`src/sds_pkg.sv`:
```
// package: register map, field layout, reset values and states of the spi delay/status block
package sds_pkg;

  // ----------------------------------------------------------------
  // register byte addresses
  // ----------------------------------------------------------------
  localparam logic [31:0] SDS_CTRL_ADDR  = 32'h4005_8000;
  localparam logic [31:0] SDS_DLY_ADDR   = 32'h4005_8004;
  localparam logic [31:0] SDS_STAT_ADDR  = 32'h4005_8008;
  localparam logic [31:0] SDS_MASK_ADDR  = 32'h4005_800c;
  localparam logic [31:0] SDS_RX_DATA_REG_ADDR = 32'h4005_8014;
  localparam logic [31:0] SDS_TXCTL_ADDR = 32'h4005_8018;
  localparam logic [31:0] SDS_TX_DATA_REG_ADDR = 32'h4005_801c;

  // ----------------------------------------------------------------
  // field positions and widths
  // ----------------------------------------------------------------
  localparam int SDS_FLD_W    = 4;
  localparam int SDS_PRE_LSB  = 0;
  localparam int SDS_POST_LSB = 4;
  localparam int SDS_FDLY_LSB = 8;
  localparam int SDS_XDLY_LSB = 12;
  localparam int SDS_DLY_W    = 16;
  localparam int SDS_CTRL_EN  = 0;
  localparam int SDS_CTRL_MST = 1;
  localparam int SDS_CTRL_W   = 2;
  localparam int SDS_EOT_BIT  = 8;
  localparam int SDS_DATA_W   = 8;
  localparam int SDS_ST_RX    = 0;
  localparam int SDS_ST_TX    = 1;
  localparam int SDS_ST_OVR   = 2;
  localparam int SDS_ST_UNDR  = 3;
  localparam int SDS_ST_SSA   = 4;
  localparam int SDS_ST_SSD   = 5;
  localparam int SDS_ST_STALL = 6;
  localparam int SDS_STAT_W   = 7;
  localparam int SDS_STICKY_W = 4;

  // ----------------------------------------------------------------
  // reset values and timing
  // ----------------------------------------------------------------
  localparam logic [SDS_DLY_W-1:0]  SDS_DLY_RST  = 16'h0000;
  localparam logic [SDS_CTRL_W-1:0] SDS_CTRL_RST = 2'h0;
  localparam logic [SDS_STAT_W-1:0] SDS_MASK_RST = 7'h00;
  localparam logic [2:0]            SDS_LAST_BIT = 3'h7;
  localparam int SDS_CLK_NS     = 10;
  localparam int SDS_SPI_CLK_NS = 160;
  localparam int SDS_SPI_DIV    = SDS_SPI_CLK_NS / SDS_CLK_NS;

  // master sequencer states
  typedef enum logic [2:0] {
    SDS_IDLE, SDS_LEAD, SDS_PRE, SDS_FRAME, SDS_FDLY, SDS_STALL, SDS_POST, SDS_XDLY
  } sds_state_t;

endpackage

```
`src/sds_spi_core.sv`:
```
// spi controller core: master delays, slave engine and status flags
module sds_spi_core
  import sds_pkg::*;
#(
  parameter int DIV = sds_pkg::SDS_SPI_DIV
) (
  input  wire logic        clk,
  input  wire logic        reset,
  input  wire logic [31:0] bus_addr,
  input  wire logic [31:0] bus_wdata,
  input  wire logic        bus_wr,
  input  wire logic        bus_rd,
  output logic      [31:0] bus_rdata,
  input  wire logic        spi_sck_in,
  input  wire logic        spi_ssel_n_in,
  input  wire logic        spi_sdi,
  output logic             spi_sck_out,
  output logic             spi_ssel_n_out,
  output logic             spi_mst_oe,
  output logic             spi_sdo,
  output logic             spi_sdo_oe,
  output logic             irq
);
  import sds_pkg::*;

  // ----------------------------------------------------------------
  // registers and internal state
  // ----------------------------------------------------------------
  logic [SDS_CTRL_W-1:0]   ctrl_reg;
  logic [SDS_DLY_W-1:0]    dly_reg;
  logic [SDS_STAT_W-1:0]   mask_reg;
  logic [SDS_STICKY_W-1:0] sticky_reg;
  logic [SDS_DATA_W-1:0]   hold_reg;
  logic                    hold_eot_reg;
  logic                    hold_full_reg;
  logic [SDS_DATA_W-1:0]   rx_buf_reg;
  logic                    rx_full_reg;
  logic [SDS_DATA_W-1:0]   rx_sh_reg;
  logic [SDS_DATA_W-1:0]   tx_sh_reg;
  logic [SDS_DATA_W-1:0]   slv_tx_reg;
  logic                    eot_reg;
  logic [2:0]              bit_reg;
  logic [2:0]              slv_bit_reg;
  logic                    disc_reg;
  logic [SDS_FLD_W-1:0]    cnt_reg;
  logic                    stall_reg;
  logic                    sel_prev_reg;
  logic                    sck_prev_reg;
  sds_state_t              st_reg;
  logic                    tick;
  logic                    half;
  logic                    sck_s;
  logic                    ssel_n_s;
  logic                    sdi_s;

  // ----------------------------------------------------------------
  // helpers
  // ----------------------------------------------------------------
  sds_tick #(.DIV(DIV)) u_tick (
    .clk   (clk),
    .reset (reset),
    .tick  (tick),
    .half  (half)
  );

  sds_sync #(.W(3), .RST(3'h2)) u_sync (
    .clk   (clk),
    .reset (reset),
    .d     ({spi_sck_in, spi_ssel_n_in, spi_sdi}),
    .q     ({sck_s, ssel_n_s, sdi_s})
  );

  // ----------------------------------------------------------------
  // decode
  // ----------------------------------------------------------------
  wire logic en       = ctrl_reg[SDS_CTRL_EN];
  wire logic mst      = en && ctrl_reg[SDS_CTRL_MST];
  wire logic wr_stat  = bus_wr && (bus_addr == SDS_STAT_ADDR);
  wire logic wr_tx    = bus_wr && ((bus_addr == SDS_TX_DATA_REG_ADDR) || (bus_addr == SDS_TXCTL_ADDR));
  wire logic rd_rx    = bus_rd && (bus_addr == SDS_RX_DATA_REG_ADDR);
  wire logic [SDS_FLD_W-1:0] pre_f  = dly_reg[SDS_PRE_LSB +: SDS_FLD_W];
  wire logic [SDS_FLD_W-1:0] post_f = dly_reg[SDS_POST_LSB +: SDS_FLD_W];
  wire logic [SDS_FLD_W-1:0] fdly_f = dly_reg[SDS_FDLY_LSB +: SDS_FLD_W];
  wire logic [SDS_FLD_W-1:0] xdly_f = dly_reg[SDS_XDLY_LSB +: SDS_FLD_W];

  // slave pin events, read from the second sync stage only
  wire logic slv_act  = en && !mst && !ssel_n_s;
  wire logic rise     = slv_act && sck_s && !sck_prev_reg;
  wire logic fall     = slv_act && !sck_s && sck_prev_reg;
  wire logic first    = rise && (slv_bit_reg == 3'h0);
  wire logic ovr_set  = first && rx_full_reg;
  wire logic undr_set = first && !hold_full_reg;

  // master and slave frame boundaries
  wire logic mst_done = (st_reg == SDS_FRAME) && tick && (bit_reg == SDS_LAST_BIT);
  wire logic slv_done = rise && (slv_bit_reg == SDS_LAST_BIT) && !disc_reg;
  wire logic rx_load  = mst_done || slv_done;
  // master never starts a frame that could overrun its receiver
  wire logic can_go   = hold_full_reg && !rx_full_reg && !rx_load;
  wire logic go_frame = tick && (((st_reg == SDS_LEAD) && (pre_f == '0)) ||
                        ((st_reg == SDS_PRE) && (cnt_reg == '0)) ||
                        ((st_reg == SDS_FDLY) && (cnt_reg == '0)) ||
                        (st_reg == SDS_STALL) ||
                        (mst_done && !eot_reg && (fdly_f == '0)));
  wire logic mst_start = go_frame && can_go;

  // select edge detection, master or slave view
  wire logic sel_now = mst ? !spi_ssel_n_out : (en && !ssel_n_s);
  wire logic ssa_set = sel_now && !sel_prev_reg;
  wire logic ssd_set = !sel_now && sel_prev_reg;

  wire logic [SDS_STAT_W-1:0] stat_v = {stall_reg, sticky_reg, !hold_full_reg, rx_full_reg};

  // ----------------------------------------------------------------
  // software registers
  // ----------------------------------------------------------------
  // control, delay and mask; upper delay bits are not stored
  always_ff @(posedge clk or posedge reset)
  begin
    if (reset)
    begin
      ctrl_reg <= SDS_CTRL_RST;
      dly_reg  <= SDS_DLY_RST;
      mask_reg <= SDS_MASK_RST;
    end
    else if (bus_wr)
    begin
      case (bus_addr)
        SDS_CTRL_ADDR: ctrl_reg <= bus_wdata[SDS_CTRL_W-1:0];
        SDS_DLY_ADDR:  dly_reg  <= bus_wdata[SDS_DLY_W-1:0];
        SDS_MASK_ADDR: mask_reg <= bus_wdata[SDS_STAT_W-1:0];
        default:       ;
      endcase
    end
  end

  // read data stands only in the cycle after the strobe
  always_ff @(posedge clk or posedge reset)
  begin
    if (reset)
      bus_rdata <= '0;
    else if (bus_rd)
    begin
      case (bus_addr)
        SDS_CTRL_ADDR:  bus_rdata <= 32'(ctrl_reg);
        SDS_DLY_ADDR:   bus_rdata <= 32'(dly_reg);
        SDS_STAT_ADDR:  bus_rdata <= 32'(stat_v);
        SDS_MASK_ADDR:  bus_rdata <= 32'(mask_reg);
        SDS_RX_DATA_REG_ADDR: bus_rdata <= 32'(rx_buf_reg);
        default:        bus_rdata <= '0;
      endcase
    end
    else
      bus_rdata <= '0;
  end

  // write-one-to-clear, a new event wins over the clear
  always_ff @(posedge clk or posedge reset)
  begin
    if (reset)
      sticky_reg <= '0;
    else
      sticky_reg <= (sticky_reg & ~(wr_stat ? bus_wdata[SDS_ST_SSD:SDS_ST_OVR] : 4'h0)) |
                    {ssd_set, ssa_set, undr_set, ovr_set};
  end

  // level interrupt from unmasked status
  always_ff @(posedge clk or posedge reset)
  begin
    if (reset)
      irq <= 1'b0;
    else
      irq <= |(stat_v & mask_reg);
  end

  // ----------------------------------------------------------------
  // data buffers
  // ----------------------------------------------------------------
  // holding register: write clears tx ready, move sets it
  always_ff @(posedge clk or posedge reset)
  begin
    if (reset)
    begin
      hold_reg      <= '0;
      hold_eot_reg  <= 1'b0;
      hold_full_reg <= 1'b0;
    end
    else if (!en)
      hold_full_reg <= 1'b0;
    else if (wr_tx)
    begin
      hold_reg      <= bus_wdata[SDS_DATA_W-1:0];
      hold_eot_reg  <= (bus_addr == SDS_TXCTL_ADDR) && bus_wdata[SDS_EOT_BIT];
      hold_full_reg <= 1'b1;
    end
    else if (mst_start || (first && hold_full_reg))
      hold_full_reg <= 1'b0;
  end

  // receive buffer, load wins over a read in the same cycle
  always_ff @(posedge clk or posedge reset)
  begin
    if (reset)
    begin
      rx_buf_reg  <= '0;
      rx_full_reg <= 1'b0;
    end
    else if (!en)
      rx_full_reg <= 1'b0;
    else if (rx_load)
    begin
      rx_buf_reg  <= mst_done ? rx_sh_reg : {rx_sh_reg[SDS_DATA_W-2:0], sdi_s};
      rx_full_reg <= 1'b1;
    end
    else if (rd_rx)
      rx_full_reg <= 1'b0;
  end

  // receive shifter: master samples mid-period, slave on rising sck
  always_ff @(posedge clk or posedge reset)
  begin
    if (reset)
      rx_sh_reg <= '0;
    else if (((st_reg == SDS_FRAME) && half) || rise)
      rx_sh_reg <= {rx_sh_reg[SDS_DATA_W-2:0], sdi_s};
  end

  // ----------------------------------------------------------------
  // master sequencer
  // ----------------------------------------------------------------
  // runs only in master mode, steps on period ticks
  always_ff @(posedge clk or posedge reset)
  begin
    if (reset)
    begin
      st_reg         <= SDS_IDLE;
      cnt_reg        <= '0;
      bit_reg        <= '0;
      eot_reg        <= 1'b0;
      tx_sh_reg      <= '0;
      spi_ssel_n_out <= 1'b1;
    end
    else if (!mst)
    begin
      st_reg         <= SDS_IDLE;
      spi_ssel_n_out <= 1'b1;
    end
    else if (mst_start)
    begin
      st_reg    <= SDS_FRAME;
      bit_reg   <= '0;
      eot_reg   <= hold_eot_reg;
      tx_sh_reg <= hold_reg;
    end
    else if (go_frame)
      st_reg <= SDS_STALL;
    else if (tick)
    begin
      case (st_reg)
        SDS_IDLE:
          if (hold_full_reg)
          begin
            st_reg         <= SDS_LEAD;
            spi_ssel_n_out <= 1'b0;
          end
        SDS_LEAD:
        begin
          st_reg  <= SDS_PRE;
          cnt_reg <= SDS_FLD_W'(pre_f - 1'b1);
        end
        SDS_FRAME:
          if (bit_reg != SDS_LAST_BIT)
          begin
            bit_reg   <= 3'(bit_reg + 1'b1);
            tx_sh_reg <= {tx_sh_reg[SDS_DATA_W-2:0], 1'b0};
          end
          else if (!eot_reg)
          begin
            // frame delay only with select held
            st_reg  <= SDS_FDLY;
            cnt_reg <= SDS_FLD_W'(fdly_f - 1'b1);
          end
          else if (post_f != '0)
          begin
            st_reg  <= SDS_POST;
            cnt_reg <= SDS_FLD_W'(post_f - 1'b1);
          end
          else
          begin
            st_reg         <= SDS_XDLY;
            cnt_reg        <= xdly_f;
            spi_ssel_n_out <= 1'b1;
          end
        SDS_PRE, SDS_FDLY:
          // count down pre or frame delay
          cnt_reg <= SDS_FLD_W'(cnt_reg - 1'b1);
        SDS_POST:
          if (cnt_reg == '0)
          begin
            st_reg         <= SDS_XDLY;
            cnt_reg        <= xdly_f;
            spi_ssel_n_out <= 1'b1;
          end
          else
            cnt_reg <= SDS_FLD_W'(cnt_reg - 1'b1);
        SDS_XDLY:
          if (cnt_reg != '0)
            cnt_reg <= SDS_FLD_W'(cnt_reg - 1'b1);
          else if (hold_full_reg)
          begin
            st_reg         <= SDS_LEAD;
            spi_ssel_n_out <= 1'b0;
          end
          else
            st_reg <= SDS_IDLE;
        default:
          st_reg <= SDS_IDLE;
      endcase
    end
  end

  // master clock: high in the second half of each frame period
  always_ff @(posedge clk or posedge reset)
  begin
    if (reset)
      spi_sck_out <= 1'b0;
    else if ((st_reg == SDS_FRAME) && half)
      spi_sck_out <= 1'b1;
    else if (tick || !mst)
      spi_sck_out <= 1'b0;
  end

  // stall while waiting for data or receive space
  always_ff @(posedge clk or posedge reset)
  begin
    if (reset)
      stall_reg <= 1'b0;
    else
      stall_reg <= (st_reg == SDS_STALL);
  end

  // ----------------------------------------------------------------
  // slave engine
  // ----------------------------------------------------------------
  // overrun discards incoming character, buffer kept
  always_ff @(posedge clk or posedge reset)
  begin
    if (reset)
    begin
      slv_bit_reg <= '0;
      disc_reg    <= 1'b0;
      slv_tx_reg  <= '0;
    end
    else if (!slv_act)
      slv_bit_reg <= '0;
    else
    begin
      if (rise)
        slv_bit_reg <= 3'(slv_bit_reg + 1'b1);
      if (first)
      begin
        disc_reg   <= rx_full_reg;
        // nothing to send shifts out zeros
        slv_tx_reg <= hold_full_reg ? {hold_reg[SDS_DATA_W-2:0], 1'b0} : '0;
      end
      else if (fall)
        slv_tx_reg <= {slv_tx_reg[SDS_DATA_W-2:0], 1'b0};
    end
  end

  // edge history for sck and the select view
  always_ff @(posedge clk or posedge reset)
  begin
    if (reset)
    begin
      sck_prev_reg <= 1'b0;
      sel_prev_reg <= 1'b0;
    end
    else
    begin
      sck_prev_reg <= sck_s;
      sel_prev_reg <= sel_now;
    end
  end

  // serial data out and drive enables for both modes
  always_ff @(posedge clk or posedge reset)
  begin
    if (reset)
    begin
      spi_sdo    <= 1'b0;
      spi_sdo_oe <= 1'b0;
      spi_mst_oe <= 1'b0;
    end
    else
    begin
      spi_mst_oe <= mst;
      spi_sdo_oe <= mst || slv_act;
      if (mst_start)
        spi_sdo <= hold_reg[SDS_DATA_W-1];
      else if ((st_reg == SDS_FRAME) && tick && (bit_reg != SDS_LAST_BIT))
        spi_sdo <= tx_sh_reg[SDS_DATA_W-2];
      else if (slv_act && fall)
        spi_sdo <= (slv_bit_reg == 3'h0) ? (hold_full_reg && hold_reg[SDS_DATA_W-1])
                                          : slv_tx_reg[SDS_DATA_W-1];
      else if (slv_act && (slv_bit_reg == 3'h0) && !sck_s)
        spi_sdo <= hold_full_reg && hold_reg[SDS_DATA_W-1];
    end
  end
endmodule // sds_spi_core

```
`src/sds_sync.sv`:
```
// two-flop synchroniser for pin inputs
module sds_sync #(
  parameter int           W   = 1,
  parameter logic [W-1:0] RST = '0
) (
  input  wire logic         clk,
  input  wire logic         reset,
  input  wire logic [W-1:0] d,
  output logic      [W-1:0] q
);
  logic [W-1:0] meta_reg;

  // first stage feeds only the second stage
  always_ff @(posedge clk or posedge reset)
  begin
    if (reset)
    begin
      meta_reg <= RST;
      q        <= RST;
    end
    else
    begin
      meta_reg <= d;
      q        <= meta_reg;
    end
  end
endmodule // sds_sync

```
`src/sds_tick.sv`:
```
// free-running spi clock period divider: period start and mid-period strobes
module sds_tick #(
  parameter int DIV = 16
) (
  input  wire logic clk,
  input  wire logic reset,
  output logic      tick,
  output logic      half
);
  localparam int CW = $clog2(DIV);
  logic [CW-1:0] cnt_reg;

  // wraps every DIV cycles so all delays stay in whole periods
  always_ff @(posedge clk or posedge reset)
  begin
    if (reset)
      cnt_reg <= '0;
    else if (cnt_reg == CW'(DIV - 1))
      cnt_reg <= '0;
    else
      cnt_reg <= CW'(cnt_reg + 1'b1);
  end

  assign tick = (cnt_reg == '0);
  assign half = (cnt_reg == CW'(DIV / 2));
endmodule // sds_tick
```
`config.mk`:
```
export PLATFORM = sky130hd
export DESIGN_NAME = sds_spi_core
export DESIGN_NICKNAME = d
export VERILOG_FILES = /design/src/sds_pkg.sv /design/src/sds_spi_core.sv /design/src/sds_sync.sv /design/src/sds_tick.sv
export SDC_FILE = /design/constraint.sdc
export NUM_CORES = 1
export LEC_CHECK = 0
export BUFFER_PORTS_ARGS = -buffer_cell sky130_fd_sc_hd__buf_2
export CELL_PAD_IN_SITES_DETAIL_PLACEMENT = 1
export CELL_PAD_IN_SITES_GLOBAL_PLACEMENT = 1
export CORE_MARGIN = 2
export CORE_UTILIZATION = 40
export DETAILED_ROUTE_END_ITERATION = 6
export PLACE_DENSITY = 0.8
export SLEW_MARGIN = 20
export SYNTH_ARGS = -nofsm -noshare
export SYNTH_HDL_FRONTEND = slang
export SYNTH_SLANG_ARGS = --single-unit
```
`constraint.sdc`:
```
create_clock -name clk -period 4.1 [get_ports clk]
set_input_delay 0.41 -clock clk [delete_from_list [all_inputs] [get_ports clk]]
set_output_delay 0.41 -clock clk [all_outputs]
set_load 0.005 [all_outputs]
```
== Word-level counts from Yosys, hierarchy flattened ==
Cells that the tools add are included.

* Add/sub/neg operators: 7
* Multipliers: 0
* Divide/modulo/power cells: 0
* Order comparisons: 0
* Eq/ne operators: 40
* Shift operators: 0
* Muxes and demuxes: 63
* Bitwise gates (word level): 6
* Reductions and logical operators: 88

{| class="wikitable"
|+ Operators by type and width
! cell !! number
|-
| $eq A32 B31 Y1 const B || 7
|-
| $pmux W16 S5 || 1
|-
| $mux W3 || 15
|-
| $logic_and A1 B1 Y1 || 37
|-
| $mux W7 || 5
|-
| $mux W32 || 1
|-
| $mux W8 || 4
|-
| $mux W4 || 7
|-
| $mux W1 || 26
|-
| $ne A5 B5 Y1 const B || 4
|-
| $pmux W4 S5 || 1
|-
| $eq A3 B3 Y1 const B || 6
|-
| $ne A3 B3 Y1 const B || 6
|-
| $pmux W3 S6 || 1
|-
| $logic_not A4 Y1 || 4
|-
| $reduce_and A2 Y1 || 8
|-
| $sub A4 B1 Y4 const B || 4
|-
| $logic_not A1 Y1 || 12
|-
| $reduce_bool A4 Y1 || 3
|-
| $logic_or A1 B1 Y1 || 10
|-
| $ne A2 B2 Y1 const B || 5
|-
| $reduce_bool A2 Y1 || 5
|-
| $reduce_and A9 Y1 || 1
|-
| $eq A4 B4 Y1 const B || 2
|-
| 23 further kinds || 29
|}

* Register bits after elaboration: 137
* Latch bits: 0
* Bits in writable memories: 0
* Memory bits (read-only): 0
* Input bits: 71
* Output and inout bits: 38
* Word-level logic and storage cells: 235
* Memories kept: 0

== Logic depth before layout (Yosys ltp) ==
* Word-level depth: 16
* Mapped depth: 10
* Gate-level depth less buffers: 7

== By module ==
Synthesis repeated with hierarchy kept, for this count alone.

* Cells, all modules: 584
* Area total of the unflattened synthesis: 6274.8 um^2

{| class="wikitable"
|+ By module, submodules not included
! module !! times used !! cells an instance !! area each (um^2) !! sequential area each (um^2)
|-
| sds_spi_core || 1 || 559 || 5913.2 || 2753.9
|-
| sds_tick || 1 || 18 || 205.2 || 100.1
|-
| sds_sync || 1 || 7 || 156.4 || 152.6
|}

== Least setup slack after synthesis ==
Ideal clock, no wire load.

* Kind: reg2reg
* Start point: reg bit_reg[0]
* End point: reg eot_reg
* Setup time: 0.125 ns
* Data arrival time: 2.120 ns
* Required time: 3.975 ns
* Setup slack: 1.856 ns
* Cell stages (with the launch flop): 8
* Path buffers: 0
* Clock period less this slack: 2.244 ns
* Cells stage by stage: dfrtp_1 ha_1 ha_1 nand4b_2 or4_4 a311o_1 nor2_1 mux2_2

* Longest elaborated chain between the ends: 8
* Elaborated cells between the ends (all ways): 11
* Those cells by class: eq/ne (1); reduce/logical (10)

{| class="wikitable"
|+ Ends and longest elaborated chain
! element !! line !! RTL
|-
| from (decl) || sds_spi_core.sv:42 || <nowiki>logic [2:0] bit_reg;</nowiki>
|-
| from (signal assigned) || sds_spi_core.sv:274 || <nowiki>bit_reg <= 3'(bit_reg + 1'b1);</nowiki>
|-
| $eq A3 B3 Y1 (*) || sds_spi_core.sv:95 || <nowiki>wire logic mst_done = (st_reg == SDS_FRAME) && tick && (bit_reg == SDS_LAST_BIT);</nowiki>
|-
| $logic_and A1 B1 Y1 (*) || sds_spi_core.sv:95 ||
|-
| $logic_and A1 B1 Y1 (2 in series) || sds_spi_core.sv:104 || <nowiki>(mst_done && !eot_reg && (fdly_f == '0)));</nowiki>
|-
| $logic_or A1 B1 Y1 || sds_spi_core.sv:103 || <nowiki>(st_reg == SDS_STALL) ||</nowiki>
|-
| $logic_and A1 B1 Y1 || sds_spi_core.sv:100 || <nowiki>wire logic go_frame = tick && (((st_reg == SDS_LEAD) && (pre_f == '0)) ||</nowiki>
|-
| $logic_and A1 B1 Y1 (*) || sds_spi_core.sv:105 || <nowiki>wire logic mst_start = go_frame && can_go;</nowiki>
|-
| $reduce_and A2 Y1 (no source line) (*) || - ||
|-
| to (signal assigned) || sds_spi_core.sv:252 || <nowiki>eot_reg <= hold_eot_reg;</nowiki>
|-
| to (decl) || sds_spi_core.sv:41 || <nowiki>logic eot_reg;</nowiki>
|}

Mark *: on every way between the ends. The rest lies on a longest branch, timed or not.
A chain may end at the register's enable or synchronous reset.

== Worst setup path after layout ==
* Start point: reg st_reg[1]
* End point: reg bit_reg[2]

* Longest elaborated chain between the ends: 10
* Elaborated cells between the ends (all ways): 27
* Those cells by class: eq/ne (6); mux (1); reduce/logical (20)

{| class="wikitable"
|+ Ends and longest elaborated chain
! element !! line !! RTL
|-
| from (decl) || sds_spi_core.sv:49 || <nowiki>sds_state_t st_reg;</nowiki>
|-
| from (signal assigned) || sds_spi_core.sv:236 || <nowiki>st_reg <= SDS_IDLE;</nowiki>
|-
| from (signal assigned) || sds_spi_core.sv:245 || <nowiki>st_reg <= SDS_IDLE;</nowiki>
|-
| from (signal assigned) || sds_spi_core.sv:250 || <nowiki>st_reg <= SDS_FRAME;</nowiki>
|-
| $eq A3 B1 Y1, or another cell as far along || sds_spi_core.sv:100 ||
|-
| $logic_and A1 B1 Y1 (on tied branches) || sds_spi_core.sv:100, sds_spi_core.sv:95, sds_spi_core.sv:101 ||
|-
| $logic_or A1 B1 Y1 or $logic_and A1 B1 Y1 (tied branches) || sds_spi_core.sv:100, sds_spi_core.sv:95 ||
|-
| $logic_or A1 B1 Y1 or $logic_and A1 B1 Y1 (tied branches) || sds_spi_core.sv:101, sds_spi_core.sv:104 ||
|-
| $logic_or A1 B1 Y1 or $logic_and A1 B1 Y1 (tied branches) || sds_spi_core.sv:102, sds_spi_core.sv:104 ||
|-
| $logic_or A1 B1 Y1 || sds_spi_core.sv:103 ||
|-
| $logic_and A1 B1 Y1 || sds_spi_core.sv:100 ||
|-
| $logic_and A1 B1 Y1 || sds_spi_core.sv:105 ||
|-
| $ne A2 B1 Y1 (no source line) or $reduce_bool A2 Y1 (tied branches) || - ||
|-
| $reduce_and A5 Y1 (no source line) || - ||
|}

Several ways; a longest one is shown, not always the timed one.

==> impl_metrics.json <==
{
  "status": "finished clean",
  "synth_edf_count": 0,
  "synth-async-reset-ratio_pct": 100.0,
  "grt_use_total_pct": 21.03,
  "finalSetupTns_ns": 0,
  "fp.dieW_um": 126.8,
  "vias": 4626,
  "ctsHoldBuffers": 0,
  "cts_setup_buffers": 0,
  "period_minus_slack_ns": 2.760,
  "hold_path_class": "input port to flop",
  "syn_inst": 547,
  "gp_congestion": 0.8807,
  "grt_max_degree": 66,
  "cap_viol_max_count": 0,
  "cp_max_fo": 23,
  "cts_made_buffers": 17,
  "initial_core_util_pct": 41.21,
  "grt_pass1_vias": 4975,
  "netlist.area_leader.share_pct": 48.52,
  "hold_ws_ns": 0.08451,
  "finalMaxSlewViolations": 0,
  "synthesis.yosys.warnings": 0,
  "design_area_sq_um": 7103,
  "fmax_mhz": 362.3,
  "powerDensity_nw_per_um2": 393.7,
  "synth_cell_types": 70,
  "h-tree-depth": 4,
  "postPlaceCellArea_sq_um": 6499,
  "path_class": "flop to flop",
  "drt_iter0_drc": 236,
  "antenna_found_initial": 0,
  "drc": 0,
  "wl_mm": 16.23,
  "layout-drive-gt1-share_pct": 27.96,
  "setup_viol": 0,
  "insertedDiodeCount": 0,
  "num_rows": 44,
  "wl_per_cell_um": 19.87,
  "crit_required_ns": 4.41,
  "coreArea_sq_um": 14640,
  "top_level_ports": 109,
  "hpwl_mm": 11.31,
  "cts_tree": "done",
  "slew_headroom_pct": 31.96,
  "clock_skew_ns": 0.01104,
  "clk_latency_ns": 0.42,
  "crit_arrival_ns": 3.07,
  "syn_to_final_growth_pct": 17.71,
  "drtAntennaViolNets": 0,
  "fp.dieArea_sq_um": 16080,
  "synth.avg_cell_area_sq_um": 11.03,
  "rsz0062_at_grt": "no",
  "endpoint_kind": "flop",
  "synth_seq_cells": 120,
  "drt-vias-per-instance": 5.662,
  "min_period_over_period_pct": 67.33,
  "stdcell_count": 817,
  "cts_buffer_depth": 2,
  "synth_seq_area_share_pct": 49.82,
  "root_buffer": "clkbuf_16",
  "power.total_mw": 2.797,
  "cts.repair.resized": 0,
  "grt-ovfl-total": 0,
  "critPathLaunchType": "flop",
  "fill_cells": 1623,
  "worst_slew_pin_slew_ns": 1.021,
  "port_buffers": 76,
  "vdd_drop_max_mv": 0.2878,
  "clk_pin_slew_ns": 0.06,
  "netlist_area_sq_um": 6035,
  "synthDominantAreaCellType": "dfrtp_1",
  "grt_pass1_wl_mm": 26.01,
  "numClockSinks": 120,
  "die_h_um": 126.8,
  "cellLeakagePower_nw": 3.466,
  "dp.cells": 786,
  "synth_top_cells_by_area": "dfrtp_1 49%, mux2_2 9.3%, mux2i_1 4.5%, ha_1 3.1%, a21oi_1 3.0%",
  "final_nets": 707,
  "hold_viol": 0,
  "dr.pass1.iters": 5,
  "ys.flop_type": "dfrtp_1"
}
==> synth_stat cells, drive strengths merged, types with 4 or more instances <==
master	number
or4	4
nand2b	4
a211oi	4
nor3b	5
nor2	39
clkbuf	17
nand3	11
o2bb2ai	8
a22o	6
a31oi	5
ha	15
o21ai	15
inv	24
dfrtp	117
a21oi	36
nor3	10
nor2b	11
and2	6
mux2i	27
xor2	4
nor4	9
a32o	4
o31ai	5
a22oi	8
mux2	50
nand2	27
buf	23
==> report_power, final <==
group | switching (mW) | internal [mW]
Clock | 0.538 | 0.984
Sequential | 0.00248 | 1.19
Combinational | 0.0553 | 0.0272
==> kinds of logic after synthesis <==
kind of cell	after synthesis	share of synthesized area [%]
other	1	0.06214
adder cells (fa/ha/maj)	15	3.110
AO/OA/AOI/OAI	111	12.50
XOR/XNOR	7	1.016
multiplexers	79	14.56
flip-flops	120	49.82
AND/OR/NAND/NOR	149	13.48
buffers and inverters	65	5.453
==> cell usage in the layout, fill, tap and decap left out, drive strengths merged, types with 15 or more instances in the layout <==
master  netlist  layout
mux2i        27      27
conb          1      16
clkbuf       17      20
mux2         50      50
buf          23      80
dfrtp       117     117
nor2         39      39
inv          24      25
nand2        27      27
o21ai        15      15
a21oi        36      36
ha           15      15
==> routing by layer <==
metal	part of all wire [%]	track usage, %
met1	42	25.89
met5	0	0
met3	5.3	5.019
met2	50	35.77
met4	2.3	8.339
==> final cells by class <==
| class | count | area, sq um | area share [%] |
|---|---|---|---|
| Sequential cell | 120 | 3007 | 42.33 |
| Multi-Input combinational cell | 377 | 2755 | 38.79 |
| Clock buffer | 20 | 456.7 | 6.429 |
| Tap cell | 184 | 230.2 | 3.241 |
| Inverter | 25 | 96.34 | 1.356 |
| Timing Repair Buffer | 80 | 410.4 | 5.778 |
| Clock inverter | 11 | 147.6 | 2.079 |
==> per-stage QoR <==
step,worst slack [ns],utilization [%]
after global routing,1.221,48.50
final,1.340,48.50
after detailed placement,1.371,44.38
after CTS,1.363,48.50
after global placement,1.422,44.38
after floorplan,0.5091,-
==> worst max-delay path: stages (launching register included) <==
cell and delay [ns]:
dfrtp_1 0.80, nand4b_2 0.29, or4_4 0.59, a311oi_2 0.28
buf_4 0.24, o21ai_2 0.17, a32o_1 0.27
==> final timing paths <==
kind / endpoint / depth (start not counted) / slack, ns / start
worst max-delay path: bit_reg[2]$_DFFE_PP0P_ / 6 / 1.34 / st_reg[1]$_DFFE_PP0P_
worst min-delay path: u_sync.meta_reg[1]$_DFF_PP1_ / 1 / 0.08 / spi_ssel_n_in
worst max register to register: bit_reg[2]$_DFFE_PP0P_ / 6 / 1.34 / st_reg[1]$_DFFE_PP0P_
worst min register to register: u_sync.q[2]$_DFF_PP0_ / 0 / 0.35 / u_sync.meta_reg[2]$_DFF_PP0_
max in group asynchronous: spi_ssel_n_out$_DFFE_PP1P_ / 3 / 2.99 / reset
min in group asynchronous: hold_reg[3]$_DFFE_PP0P_ / 2 / 0.13 / reset
Power figures use the tool's default switching activity.
